===== src/hdl/mceb_pkg.sv =====
/*
 Package for the memory controller error and breakpoint block: register
 map, field positions, reset values, port codes, access kinds and carriers.
 Assumes a single clock domain and a simple strobe register port.
*/
package mceb_pkg;

    // ------------------------------------------------------------
    // Register map (byte addresses, one word each)
    // ------------------------------------------------------------
    localparam logic [7:0] MCEB_REG_CTRL = 8'h00;
    localparam logic [7:0] MCEB_REG_BKPT = 8'h04;
    localparam logic [7:0] MCEB_REG_STAT = 8'h08;
    localparam logic [7:0] MCEB_REG_SYND = 8'h0c;

    // ------------------------------------------------------------
    // Control register fields
    // ------------------------------------------------------------
    localparam int CTRL_CORR_MODE = 0;
    localparam int CTRL_INTEG_CPU = 1;
    localparam int CTRL_CHK_LO = 2;
    localparam int CTRL_PORT_LO = 8;
    localparam int CTRL_ACC_LO = 10;
    localparam logic [31:0] CTRL_RESET = 32'h0000_003d;

    // Status register fields
    localparam int STAT_IN_ERR = 0;
    localparam int STAT_ADDR_ERR = 1;
    localparam int STAT_XMEM_ERR = 2;
    localparam int STAT_SU0_ERR = 3;
    localparam int STAT_SU1_ERR = 4;
    localparam int STAT_BKPT = 5;
    localparam int STAT_ERR_PORT_LO = 8;
    localparam int STAT_BKPT_PORT_LO = 12;
    localparam int STAT_SYN_LO = 16;

    // ------------------------------------------------------------
    // Geometry and codes
    // ------------------------------------------------------------
    localparam int ADDR_W = 18;
    localparam int DATA_W = 60;
    localparam int SYN_W = 8;
    localparam int PARITY_CHECK_BIT = 10;
    localparam int READ_PARITY_BIT = 0;
    localparam int NPORTS = 6;
    localparam int EXIT_MODE_INPUT_ERR = 58;

    // Port codes; bit 1 of the three-bit code marks a central processor
    localparam logic [2:0] PORT_PERI0 = 3'h0;
    localparam logic [2:0] PORT_PERI1 = 3'h1;
    localparam logic [2:0] PORT_CPU0 = 3'h2;
    localparam logic [2:0] PORT_CPU1 = 3'h3;
    localparam logic [2:0] PORT_XMEM = 3'h4;

    typedef enum logic [1:0] {
        ACC_READ = 2'b00,
        ACC_WRITE = 2'b01,
        ACC_NEXT_INSTR = 2'b10,
        ACC_ANY = 2'b11
    } mceb_acc_e;

    typedef enum logic [2:0] {
        REF_READ = 3'b000,
        REF_WRITE = 3'b001,
        REF_IFETCH = 3'b010,
        REF_SWAP = 3'b011,
        REF_RJUMP = 3'b100
    } mceb_ref_e;

    typedef enum logic [1:0] {
        SYN_NONE = 2'b00,
        SYN_CHECK_BIT = 2'b01,
        SYN_SINGLE = 2'b10,
        SYN_MULTI = 2'b11
    } mceb_syn_e;

    typedef struct packed {
        logic valid;
        logic [2:0] port;
        mceb_ref_e kind;
        logic [ADDR_W-1:0] addr;
        logic addr_par;
        logic [DATA_W-1:0] data;
        logic data_par;
    } mceb_req_s;

    typedef struct packed {
        logic valid;
        logic [2:0] port;
        logic [DATA_W-1:0] data;
        logic data_par;
        logic in_err;
        logic dbl_err;
        logic bkpt;
        logic cpu_exit;
    } mceb_rsp_s;

    typedef struct packed {
        logic wr;
        logic rd;
        logic [ADDR_W-1:0] addr;
        logic addr_par;
        logic [DATA_W-1:0] data;
        logic [SYN_W-1:0] check;
    } mceb_mem_s;

endpackage


===== src/hdl/mceb_core.sv =====
/*
 Error checking and breakpoint logic of the memory controller: request
 parity checks, write strobe gating, read substitution, correction and
 parity mode handling, syndrome classing and breakpoint compare.
 Assumes one request per cycle already arbitrated, storage data and
 syndrome presented with the read return, and the same clock everywhere.
*/
`timescale 1ns/1ps
`default_nettype none
// How it works
// One-hot syndrome is a failed check bit; even nonzero count is multiple.
// Three, five or seven set bits count as single; zero syndrome means no error.
// Check address parity on each configured request port.
// Address parity error logs input flag, port code and address marker.
// Address parity error on a write drops the storage write strobe.
// Address parity error on a read returns an all-ones word.
// Send address parity to storage; log storage unit 0 or 1 errors.
// Processor input error sets its parity condition; acts if bit 58 set.
// Check write data parity on peripheral, extended memory, processor ports.
// Data parity error raises input error toward the requesting port.
// Data parity error logs flag and port or extended flag, address clear.
// Parity mode write sends data parity in check bit 10.
// Parity mode read forwards stored parity when not integrated.
// Integrated parity mode checks bit 0; processor gets only error.
// Correction mode write checks input parity except integrated processor.
// Correction mode read corrects then regenerates parity except integrated.
// Software supplies breakpoint address, port and access select bits.
// Matching address, port and access raise breakpoint to requester.
// Breakpoint hit logs flag and two-bit port code in status.
// Context swap counts as read and write; return jump as write.
// Port select 00 off, 01 peripheral, 10 processor, 11 both.
// Access select 00 read, 01 write, 10 next instruction, 11 any.
module mceb_core
    import mceb_pkg::*;
(
    input wire logic clk, // 125 MHz clock
    input wire logic srst, // Synchronous reset
    input wire logic [7:0] reg_addr, // Register address
    input wire logic [31:0] reg_wdata, // Register write data
    input wire logic reg_wr, // Register write strobe
    input wire logic reg_rd, // Register read strobe
    output logic [31:0] reg_rdata, // Read data, cycle after strobe
    input wire mceb_req_s req, // Request from ports
    output mceb_mem_s mem_out, // Toward storage units
    input wire logic rd_valid, // Storage read return valid
    input wire logic [DATA_W-1:0] rd_data, // Raw storage read data
    input wire logic [SYN_W-1:0] rd_check, // Stored check bits
    input wire logic [SYN_W-1:0] rd_syn, // Syndrome from network
    input wire logic [DATA_W-1:0] rd_corr, // Corrected read data
    input wire logic su_err_0, // Storage unit 0 parity error
    input wire logic su_err_1, // Storage unit 1 parity error
    input wire logic [5:0] exit_mode, // Exit mode bits 48..50,57..59
    output mceb_rsp_s rsp // Answer to requester
);

    // ------------------------------------------------------------
    // Helpers
    // ------------------------------------------------------------
    function automatic logic [3:0] pop8(input logic [SYN_W-1:0] v);
        logic [3:0] n;
        n = 4'h0;
        for (int i = 0; i < SYN_W; i++) begin
            n = n + {3'h0, v[i]};
        end
        return n;
    endfunction

    function automatic mceb_syn_e syn_class(input logic [SYN_W-1:0] v);
        logic [3:0] n;
        n = pop8(v);
        if (n == 4'h0) return SYN_NONE;
        if (n == 4'h1) return SYN_CHECK_BIT;
        if (!n[0]) return SYN_MULTI;
        return SYN_SINGLE;
    endfunction

    // ------------------------------------------------------------
    // Registers
    // ------------------------------------------------------------
    logic [31:0] ctrl_ff, nxt_ctrl;
    logic [ADDR_W-1:0] bkpt_ff, nxt_bkpt;
    logic [31:0] stat_ff, nxt_stat;
    logic [SYN_W-1:0] syn_ff, nxt_syn;
    logic [31:0] rdata_ff, nxt_rdata;
    mceb_mem_s mem_ff, nxt_mem;
    mceb_rsp_s rsp_ff, nxt_rsp;
    logic [2:0] pend_port_ff, nxt_pend_port;
    logic pend_bad_ff, nxt_pend_bad;
    logic pend_bkpt_ff, nxt_pend_bkpt;

    // ------------------------------------------------------------
    // Control decode
    // ------------------------------------------------------------
    wire corr_mode = ctrl_ff[CTRL_CORR_MODE];
    wire integ_cpu = ctrl_ff[CTRL_INTEG_CPU];
    wire [NPORTS-1:0] chk_en = ctrl_ff[CTRL_CHK_LO +: NPORTS];
    wire [1:0] port_sel = ctrl_ff[CTRL_PORT_LO +: 2];
    wire [1:0] acc_sel = ctrl_ff[CTRL_ACC_LO +: 2];

    wire is_cpu = (req.port == PORT_CPU0) || (req.port == PORT_CPU1);
    wire is_peri = (req.port == PORT_PERI0) || (req.port == PORT_PERI1);
    wire is_xmem = (req.port == PORT_XMEM);
    wire is_wr = (req.kind == REF_WRITE) || (req.kind == REF_SWAP) ||
        (req.kind == REF_RJUMP);
    wire is_rd = (req.kind == REF_READ) || (req.kind == REF_IFETCH) ||
        (req.kind == REF_SWAP);
    wire port_chk = chk_en[req.port];

    // Address parity: odd parity over address and its parity bit
    wire addr_bad = req.valid && port_chk &&
        !(^{req.addr, req.addr_par});
    // Integrated processor write data parity is not checked in correction mode
    wire data_chk_ok = !(corr_mode && integ_cpu && is_cpu);
    wire data_bad = req.valid && is_wr && port_chk && data_chk_ok &&
        !(^{req.data, req.data_par}) && !addr_bad;
    wire data_par_gen = ~(^req.data);

    // ------------------------------------------------------------
    // Breakpoint compare
    // ------------------------------------------------------------
    wire port_hit = (port_sel[0] && is_peri) || (port_sel[1] && is_cpu);
    wire acc_hit = (acc_sel == ACC_ANY) ||
        (acc_sel == ACC_READ && is_rd) ||
        (acc_sel == ACC_WRITE && is_wr) ||
        (acc_sel == ACC_NEXT_INSTR && req.kind == REF_IFETCH);
    wire bkpt_hit = req.valid && (req.addr == bkpt_ff) &&
        port_hit && acc_hit;

    // ------------------------------------------------------------
    // Read return handling
    // ------------------------------------------------------------
    wire pend_cpu = (pend_port_ff == PORT_CPU0) ||
        (pend_port_ff == PORT_CPU1);
    mceb_syn_e rd_class;
    assign rd_class = syn_class(rd_syn);
    wire rd_dbl = corr_mode && (rd_class == SYN_MULTI);
    wire rd_par_bad = !corr_mode && integ_cpu &&
        !(^{rd_data, rd_check[READ_PARITY_BIT]});
    wire rd_in_err = rd_par_bad && pend_cpu;
    wire [DATA_W-1:0] rd_word = corr_mode ? rd_corr : rd_data;
    // Stored parity sits in the bit 10 slot unless integrated processor mode is set
    wire par_slot = integ_cpu ? rd_check[READ_PARITY_BIT] :
        rd_check[PARITY_CHECK_BIT % SYN_W];
    wire rd_par_out = corr_mode ? ~(^rd_corr) : par_slot;

    wire wr_hit = reg_wr && (reg_addr == MCEB_REG_STAT);
    wire in_err_evt = addr_bad || data_bad || (rd_valid && rd_in_err);

    always_comb begin
        nxt_ctrl = ctrl_ff;
        nxt_bkpt = bkpt_ff;
        if (reg_wr && reg_addr == MCEB_REG_CTRL) begin
            nxt_ctrl = reg_wdata;
        end
        if (reg_wr && reg_addr == MCEB_REG_BKPT) begin
            nxt_bkpt = reg_wdata[ADDR_W-1:0];
        end
        // Write-one-to-clear except the syndrome field, which mirrors the held syndrome; a new event in the same cycle wins
        nxt_stat = wr_hit ? (stat_ff & ~reg_wdata) : stat_ff;
        nxt_syn = syn_ff;
        if (in_err_evt) begin
            nxt_stat[STAT_IN_ERR] = 1'b1;
            nxt_stat[STAT_ADDR_ERR] = addr_bad;
            nxt_stat[STAT_XMEM_ERR] = data_bad && is_xmem;
            nxt_stat[STAT_ERR_PORT_LO +: 3] = req.valid ? req.port :
                pend_port_ff;
        end
        if (su_err_0) nxt_stat[STAT_SU0_ERR] = 1'b1;
        if (su_err_1) nxt_stat[STAT_SU1_ERR] = 1'b1;
        if (bkpt_hit) begin
            nxt_stat[STAT_BKPT] = 1'b1;
            nxt_stat[STAT_BKPT_PORT_LO +: 2] = req.port[1:0];
        end
        if (rd_valid && corr_mode && rd_class != SYN_NONE) begin
            nxt_syn = rd_syn;
        end
        nxt_stat[STAT_SYN_LO +: SYN_W] = nxt_syn;

        unique case (reg_addr)
            MCEB_REG_CTRL: nxt_rdata = ctrl_ff;
            MCEB_REG_BKPT: nxt_rdata = {14'h0, bkpt_ff};
            MCEB_REG_STAT: nxt_rdata = stat_ff;
            MCEB_REG_SYND: nxt_rdata = {22'h0, rd_class, syn_ff};
            default: nxt_rdata = 32'h0;
        endcase
        if (!reg_rd) nxt_rdata = 32'h0;

        // Storage side
        nxt_mem.wr = req.valid && is_wr && !addr_bad;
        // Bad address answers at once, so the read is not sent to storage
        nxt_mem.rd = req.valid && is_rd && !addr_bad;
        nxt_mem.addr = req.addr;
        nxt_mem.addr_par = ~(^req.addr);
        nxt_mem.data = req.data;
        nxt_mem.check = rd_check & 8'h00;
        for (int i = 0; i < SYN_W; i++) begin
            nxt_mem.check[i] = ^(req.data & {DATA_W{i[0]}}) ^ i[1];
        end
        if (!corr_mode) begin
            nxt_mem.check[PARITY_CHECK_BIT % SYN_W] = data_par_gen;
        end

        nxt_pend_port = pend_port_ff;
        nxt_pend_bad = pend_bad_ff;
        nxt_pend_bkpt = pend_bkpt_ff;
        if (req.valid && is_rd) begin
            nxt_pend_port = req.port;
            nxt_pend_bad = addr_bad;
            nxt_pend_bkpt = bkpt_hit;
        end

        // Answer to requester
        nxt_rsp = '0;
        nxt_rsp.port = req.port;
        if (req.valid && (is_wr || addr_bad)) begin
            nxt_rsp.valid = 1'b1;
            nxt_rsp.in_err = addr_bad || data_bad;
            nxt_rsp.bkpt = bkpt_hit;
            nxt_rsp.data = {DATA_W{addr_bad}};
            nxt_rsp.data_par = addr_bad;
        end else if (rd_valid) begin
            nxt_rsp.valid = 1'b1;
            nxt_rsp.port = pend_port_ff;
            nxt_rsp.bkpt = pend_bkpt_ff;
            nxt_rsp.dbl_err = rd_dbl;
            nxt_rsp.in_err = rd_in_err || pend_bad_ff;
            nxt_rsp.data = pend_bad_ff ? {DATA_W{1'b1}} : rd_word;
            // Integrated processor gets no parity bit on reads
            nxt_rsp.data_par = (integ_cpu && pend_cpu) ? 1'b0 :
                rd_par_out;
        end
        nxt_rsp.cpu_exit = nxt_rsp.in_err && (nxt_rsp.port == PORT_CPU0 ||
            nxt_rsp.port == PORT_CPU1) &&
            exit_mode[EXIT_MODE_INPUT_ERR - 54];
    end

    always_ff @(posedge clk) begin
        if (srst) begin
            ctrl_ff <= CTRL_RESET;
            bkpt_ff <= '0;
            stat_ff <= '0;
            syn_ff <= '0;
            rdata_ff <= '0;
            mem_ff <= '0;
            rsp_ff <= '0;
            pend_port_ff <= '0;
            pend_bad_ff <= 1'b0;
            pend_bkpt_ff <= 1'b0;
        end else begin
            ctrl_ff <= nxt_ctrl;
            bkpt_ff <= nxt_bkpt;
            stat_ff <= nxt_stat;
            syn_ff <= nxt_syn;
            rdata_ff <= nxt_rdata;
            mem_ff <= nxt_mem;
            rsp_ff <= nxt_rsp;
            pend_port_ff <= nxt_pend_port;
            pend_bad_ff <= nxt_pend_bad;
            pend_bkpt_ff <= nxt_pend_bkpt;
        end
    end

    assign reg_rdata = rdata_ff;
    assign mem_out = mem_ff;
    assign rsp = rsp_ff;
endmodule
`default_nettype wire


===== config.mk =====
export PLATFORM = sky130hd
export DESIGN_NAME = mceb_core
export DESIGN_NICKNAME = d
export VERILOG_FILES = /design/src/hdl/mceb_pkg.sv /design/src/hdl/mceb_core.sv
export SDC_FILE = /design/constraint.sdc
export NUM_CORES = 1
export LEC_CHECK = 0
export ABC_AREA = 0
export BUFFER_PORTS_ARGS = -buffer_cell sky130_fd_sc_hd__buf_2
export CAP_MARGIN = 20
export CORE_MARGIN = 8
export CORE_UTILIZATION = 41
export CTS_CLUSTER_DIAMETER = 100
export DETAILED_ROUTE_END_ITERATION = 10
export GPL_TIMING_DRIVEN = 0
export PLACE_DENSITY_LB_ADDON = 0.12
export SLEW_MARGIN = 10
export SYNTH_ARGS = -nofsm -noshare
export SYNTH_HDL_FRONTEND = slang
export SYNTH_SLANG_ARGS = --single-unit

===== constraint.sdc =====
create_clock -name clk -period 5.2 [get_ports clk]
set_input_delay 1.56 -clock clk [delete_from_list [all_inputs] [get_ports clk]]
set_output_delay 1.56 -clock clk [all_outputs]
set_load 0.01 [all_outputs]

# --- Yosys cells after proc, flatten, opt, wreduce, memory -nomap -nowiden ---
# Index checks and enable logic that the tools add are counted.
word_totals:
  input_bits: 276
  register_bits: 277
  wordCells: 173
op_classes:
  mux: 35
  n_bitwise: 7
  magnitude_cmp: 1
  eq_ne: 21
  n_addsub: 7
  n_reduce_logical: 75
ops:
  columns: ["operator", "n"]
  rows:
  - ["32-bit one-hot mux with 4 select lines", 1]
  - ["61-bit XOR reduction", 2]
  - ["60-bit two-way mux", 2]
  - ["60-bit XOR reduction", 2]
  - ["68-bit two-way mux", 1]
  - ["62-bit two-way mux", 1]
  - ["1-bit logical AND", 35]
  - ["32-bit bitwise AND", 1]
  - ["32-bit inverter", 1]
  - ["3-bit by 2-bit equality test with 1-bit output (second input constant)", 8]
  - ["19-bit XOR reduction", 1]
  - ["18-bit equality test", 1]
  - ["18-bit XOR reduction", 1]
  - ["4-bit by 1-bit adder with 4-bit output", 4]
  - ["8-bit by 4-bit equality test with 1-bit output (second input constant)", 2]
  - ["1-bit logical OR", 16]
  - ["1-bit two-way mux", 16]
  - ["14-bit two-way mux", 1]
  - ["2-bit two-way mux", 7]
  - ["3-bit two-way mux", 4]
  - ["2-bit nonzero test", 5]
  - ["8-bit by 3-bit equality test with 1-bit output (second input constant)", 1]
  - ["8-bit zero test", 1]
  - ["7-bit two-way mux", 1]
  - ["17 further kinds", 31]

# --- Depth between registers and ports, before layout ---
logic_depth:
  word_depth: 23
  ltp_mapped: 16
  mapped_depth_nobuf: 15

# --- Worst setup path after synthesis ---
# Ideal clock, no wire load.
synth_timing:
  path_kind: "input to register"
  startpoint: "in rd_syn[0]"
  endpoint: "reg stat_ff[23]"
  arrival_ps: 4900
  stages: 14
  setup_ps: 128
  slack_ps: 172
  cell_sequence: "inv_1 > fa_1 > fa_1 > fa_1 > inv_1 > ha_1 > inv_1 > fa_1 > nor2b_1 > o21ai_0 > o211a_1 > clkbuf_1 > mux2i_1 > nor2_1"
synth_between:
  elab_chain_cells: 15
synth_lines:
  columns: ["element", "line", "source"]
  rows:
  - ["start, declared", "mceb_core.sv:48", "input wire logic [SYN_W-1:0] rd_syn,"]
  - ["1-bit by 1-bit adder with 2-bit output *", "mceb_core.sv:63", "n = n + {3'h0, v[i]};"]
  - ["2-bit by 1-bit adder with 3-bit output *", "mceb_core.sv:63", null]
  - ["3-bit by 1-bit adder with 4-bit output *", "mceb_core.sv:63", null]
  - ["4-bit by 1-bit adder with 4-bit output * (4 in a row)", "mceb_core.sv:63", null]
  - ["4-bit by 1-bit equality test with 1-bit output / 1-bit two-way mux (equally long branches)", "mceb_core.sv:72, mceb_core.sv:73", null]
  - ["2-bit two-way mux / 1-bit two-way mux (equally long branches)", "mceb_core.sv:72, mceb_core.sv:73", null]
  - ["2-bit two-way mux / 1-bit two-way mux (equally long branches)", "mceb_core.sv:73, mceb_core.sv:72", null]
  - ["2-bit two-way mux", "mceb_core.sv:74", "return SYN_SINGLE;"]
  - ["2-bit two-way mux", "mceb_core.sv:73", "if (!n[0]) return SYN_MULTI;"]
  - ["2-bit two-way mux *", "mceb_core.sv:72", "if (n == 4'h1) return SYN_CHECK_BIT;"]
  - ["2-bit nonzero test *", "mceb_core.sv:174", "if (rd_valid && corr_mode && rd_class != SYN_NONE) begin"]
  - ["1-bit logical AND *", "mceb_core.sv:174", null]
  - ["end signal, assigned", "mceb_core.sv:252", "stat_ff <= nxt_stat;"]
  - ["end, declared", "mceb_core.sv:82", "logic [31:0] stat_ff, nxt_stat;"]
# Every way passes the cells marked *; elsewhere a longest branch is shown, timed or not. The select of a mux whose other input is x is not followed.
# A chain may end at the register's enable or synchronous reset.

# --- Final worst setup path ---
layout_timing:
  startpoint: "in rd_syn[0]"
  endpoint: "reg stat_ff[19]"
# The elaborated chain is that of the path after synthesis.

==> impl_metrics.json <==
{
  "nets": 2005,
  "synthCells": 1239,
  "final.setup.tns_ns": 0,
  "rrSetupSlack_ns": 2.04,
  "vdd_ir_drop_max_mv": 0.2516,
  "hold_class": "register to register",
  "power_uw": 6017,
  "fin_crit_sh_pct": 93.93,
  "io_buffers": 448,
  "wl_per_cell_microns": 21.01,
  "die_h_microns": 187.1,
  "path_clk_slew_ns": 0.06,
  "reg2reg_depth": 8,
  "gp_congestion": 0.8822,
  "cts_tree": "yes",
  "synth_top_area_cell": "dfxtp_1",
  "dp_cells": 2074,
  "grt_start_max_net_pins": 15,
  "stdcell_area_sq_um": 15760,
  "drt_iter0_drc": 542,
  "route.detailed.drc": 0,
  "drive_gt1_share_pct": 33.28,
  "ys.flop_type": "dfxtp_1",
  "final-hold-violation-count": 0,
  "clock-sinks": 273,
  "vias": 10390,
  "first_pass_iters": 5,
  "path_class": "primary input to register",
  "crit_required_ns": 5.61,
  "leakage_uw": 0.007023,
  "maxCapViolCount": 0,
  "overflow": 0,
  "crit_path_end_kind": "register",
  "r2r_start": "ctrl_ff[5]",
  "worst_pin_slew_ns": 0.9012,
  "synth-seq-cells": 273,
  "viasPerCell": 4.884,
  "rsz0062_at_grt": "false",
  "cts_max_level": 1,
  "place_area_sq_um": 14750,
  "relSlewSlack_pct": 39.70,
  "slew_violations": 0,
  "crit_path_max_fanout": 8,
  "cts_root_buffer": "clkbuf_16",
  "synth.area.top_cells": "dfxtp_1 46%, xnor2_1 12%, mux2_2 5.9%",
  "grt_pass1_wl_microns": 66830,
  "skew_ns": 0.01058,
  "drt_wl_total_microns": 44700,
  "start_kind": "primary input",
  "fin_crit_ns": 4.884,
  "holdPathEnd": "stat_ff[6]",
  "worstReg2RegEnd": "rsp[41]",
  "final_util_pct": 54.77,
  "antenna_found_initial": 4,
  "io_pins": 466,
  "cts_buffer_depth": 3,
  "synth-edff-count": 0,
  "start_util_pct": 41.72,
  "yosysWarnings": 0,
  "hold_path.startpoint": "stat_ff[6]",
  "postSynth.asyncResetShare_pct": 0,
  "avgSynthCellArea_sq_um": 9.691,
  "ys_seq_area_share_pct": 45.51,
  "status": "finished clean",
  "dp.final_hpwl_microns": 36130,
  "final_cells": 2128,
  "timing.fmax_ghz": 0.2047,
  "powerDensity_nw_per_um2": 381.7,
  "num_rows": 62,
  "num-fill-cells": 2728,
  "clock_latency_ns": 0.55,
  "cts_buffers": 31,
  "yosys.area.top_type_share_pct": 45.51,
  "antenna_left": 0,
  "synth_area_sq_um": 12010,
  "die_area_sq_um": 35020,
  "syn_to_final_growth_pct": 31.27,
  "holdPathStages": 2,
  "grt_pass1_vias": 10740,
  "arrival_ns": 5.29,
  "fp.dieW_microns": 187.1,
  "grt_util_all_layers_pct": 24.51,
  "synth.distinct_cells": 40,
  "core-area_sq_um": 28780,
  "setup_viol": 0
}
## worst max-delay path by stage
stage	startpoint	endpoint	slack, ns	cells after the start
floorplan	rd_syn[0]	stat_ff[23]	0.17	14
detailed placement	rd_syn[0]	stat_ff[19]	-0.65	15
global route	rd_syn[0]	stat_ff[19]	0.11	14
global placement	rd_syn[0]	stat_ff[22]	-0.61	15
CTS	rd_syn[0]	stat_ff[19]	0.13	15
finish	rd_syn[0]	stat_ff[19]	0.32	14
## state kept, by name (all words and copies together) (netlist names)
name and count:
rsp 69, ctrl_ff 32, pend_port_ff 3, mem_out 85, stat_ff 32, bkpt_ff 18
reg_rdata 32, pend_bkpt_ff 1, pend_bad_ff 1
## synth_stat cells (3+ instances only)
library cell / count
a21oi_1: 126
and3_1: 3
buf_1: 9
buf_4: 4
clkbuf_1: 69
dfxtp_1: 273
fa_1: 4
ha_1: 3
inv_1: 17
mux2_2: 63
mux2i_1: 58
mux4_2: 11
nand2_1: 106
nand3_1: 14
nand3b_1: 3
nand4_1: 5
nor2_1: 78
nor2b_1: 92
nor3_1: 3
nor4_1: 3
o21ai_0: 64
or2_0: 3
xnor2_1: 168
xnor3_1: 7
xor2_1: 36
## worst max-delay path: stages
cell and delay, ns:
buf_2 0.12, inv_1 0.06, fa_1 0.55, fa_1 0.44
fa_1 0.44, inv_1 0.06, ha_1 0.16, inv_1 0.06
fa_1 0.42, nor2b_1 0.14, o21ai_1 0.41, o211a_1 0.52
mux2i_1 0.26, nor2_1 0.06
## through the flow
step	hold slack, ns	setup WS, ns
floorplan	0.4088	0.1720
global placement	0.4176	-0.6112
detailed placement	0.4225	-0.6475
CTS	0.4322	0.1288
global route	0.4441	0.1111
finish	0.4314	0.3158
## routing by layer
layer  GRT usage (%)  vias up  part of all wire [%]
met5               0        -                 0.081
met4           6.414        6                   2.3
met3           5.164       63                   6.4
met2           44.42      369                    51
met1           28.85     4896                    41
li1                -     5059                     -
## layout by cell type (no fill, tap or decap), types with 3 or more instances in the layout
master and instances:
buf_2 449, dfxtp_1 273, xnor2_1 168, a21oi_1 126
nand2_1 106, nor2b_1 92, nor2_1 78, clkbuf_1 75
o21ai_0 63, mux2_2 63, mux2i_1 58, xor2_1 36
clkbuf_16 31, inv_1 17, nand3_1 14, mux4_2 11
buf_1 9, xnor3_1 7, nand4_1 5, buf_4 5
clkbuf_8 5, clkinv_2 5, fa_1 4, and3_1 3
nor4_1 3, nand3b_1 3, or2_0 3, nor3_1 3
ha_1 3, bufinv_16 3
## power by group
group / total (uW) / internal, uW / switching, uW
combinational: 1530 / 702 / 825
sequential: 2310 / 2250 / 59.7
clock: 2180 / 1310 / 871
## final cells by class
type | instances | area, sq um | share of cell area, %
diodes | 1 | 2.502 | 0.01588
flip-flops and latches | 273 | 5465 | 34.67
clock buffers | 43 | 870.8 | 5.525
inverters | 17 | 63.81 | 0.4048
clock inverters | 11 | 140.1 | 0.8890
plain buffers | 81 | 319.1 | 2.024
multi-input cells | 868 | 6166 | 39.12
well taps | 384 | 480.5 | 3.048
repair buffers | 450 | 2255 | 14.30
## logic make-up after synthesis
family,Yosys count,share of synthesized area [%]
other,1,0.03123
buffers and inverters,99,3.220
AND/OR/NAND/NOR,318,12.64
adder cells (fa/ha/maj),7,0.9795
AO/OA/AOI/OAI,198,8.617
multiplexers,132,12.81
flip-flops,273,45.51
XOR/XNOR,211,16.19
## what timing repair did
item,CTS,global route
endpoints found under the hold margin,0,0
gates cloned,0,0
endpoints found under the setup margin,8,8
pin swaps,0,0
setup buffers,0,0
hold buffers,0,0
gates resized for setup,1,0
Power figures use the tool's default switching activity.
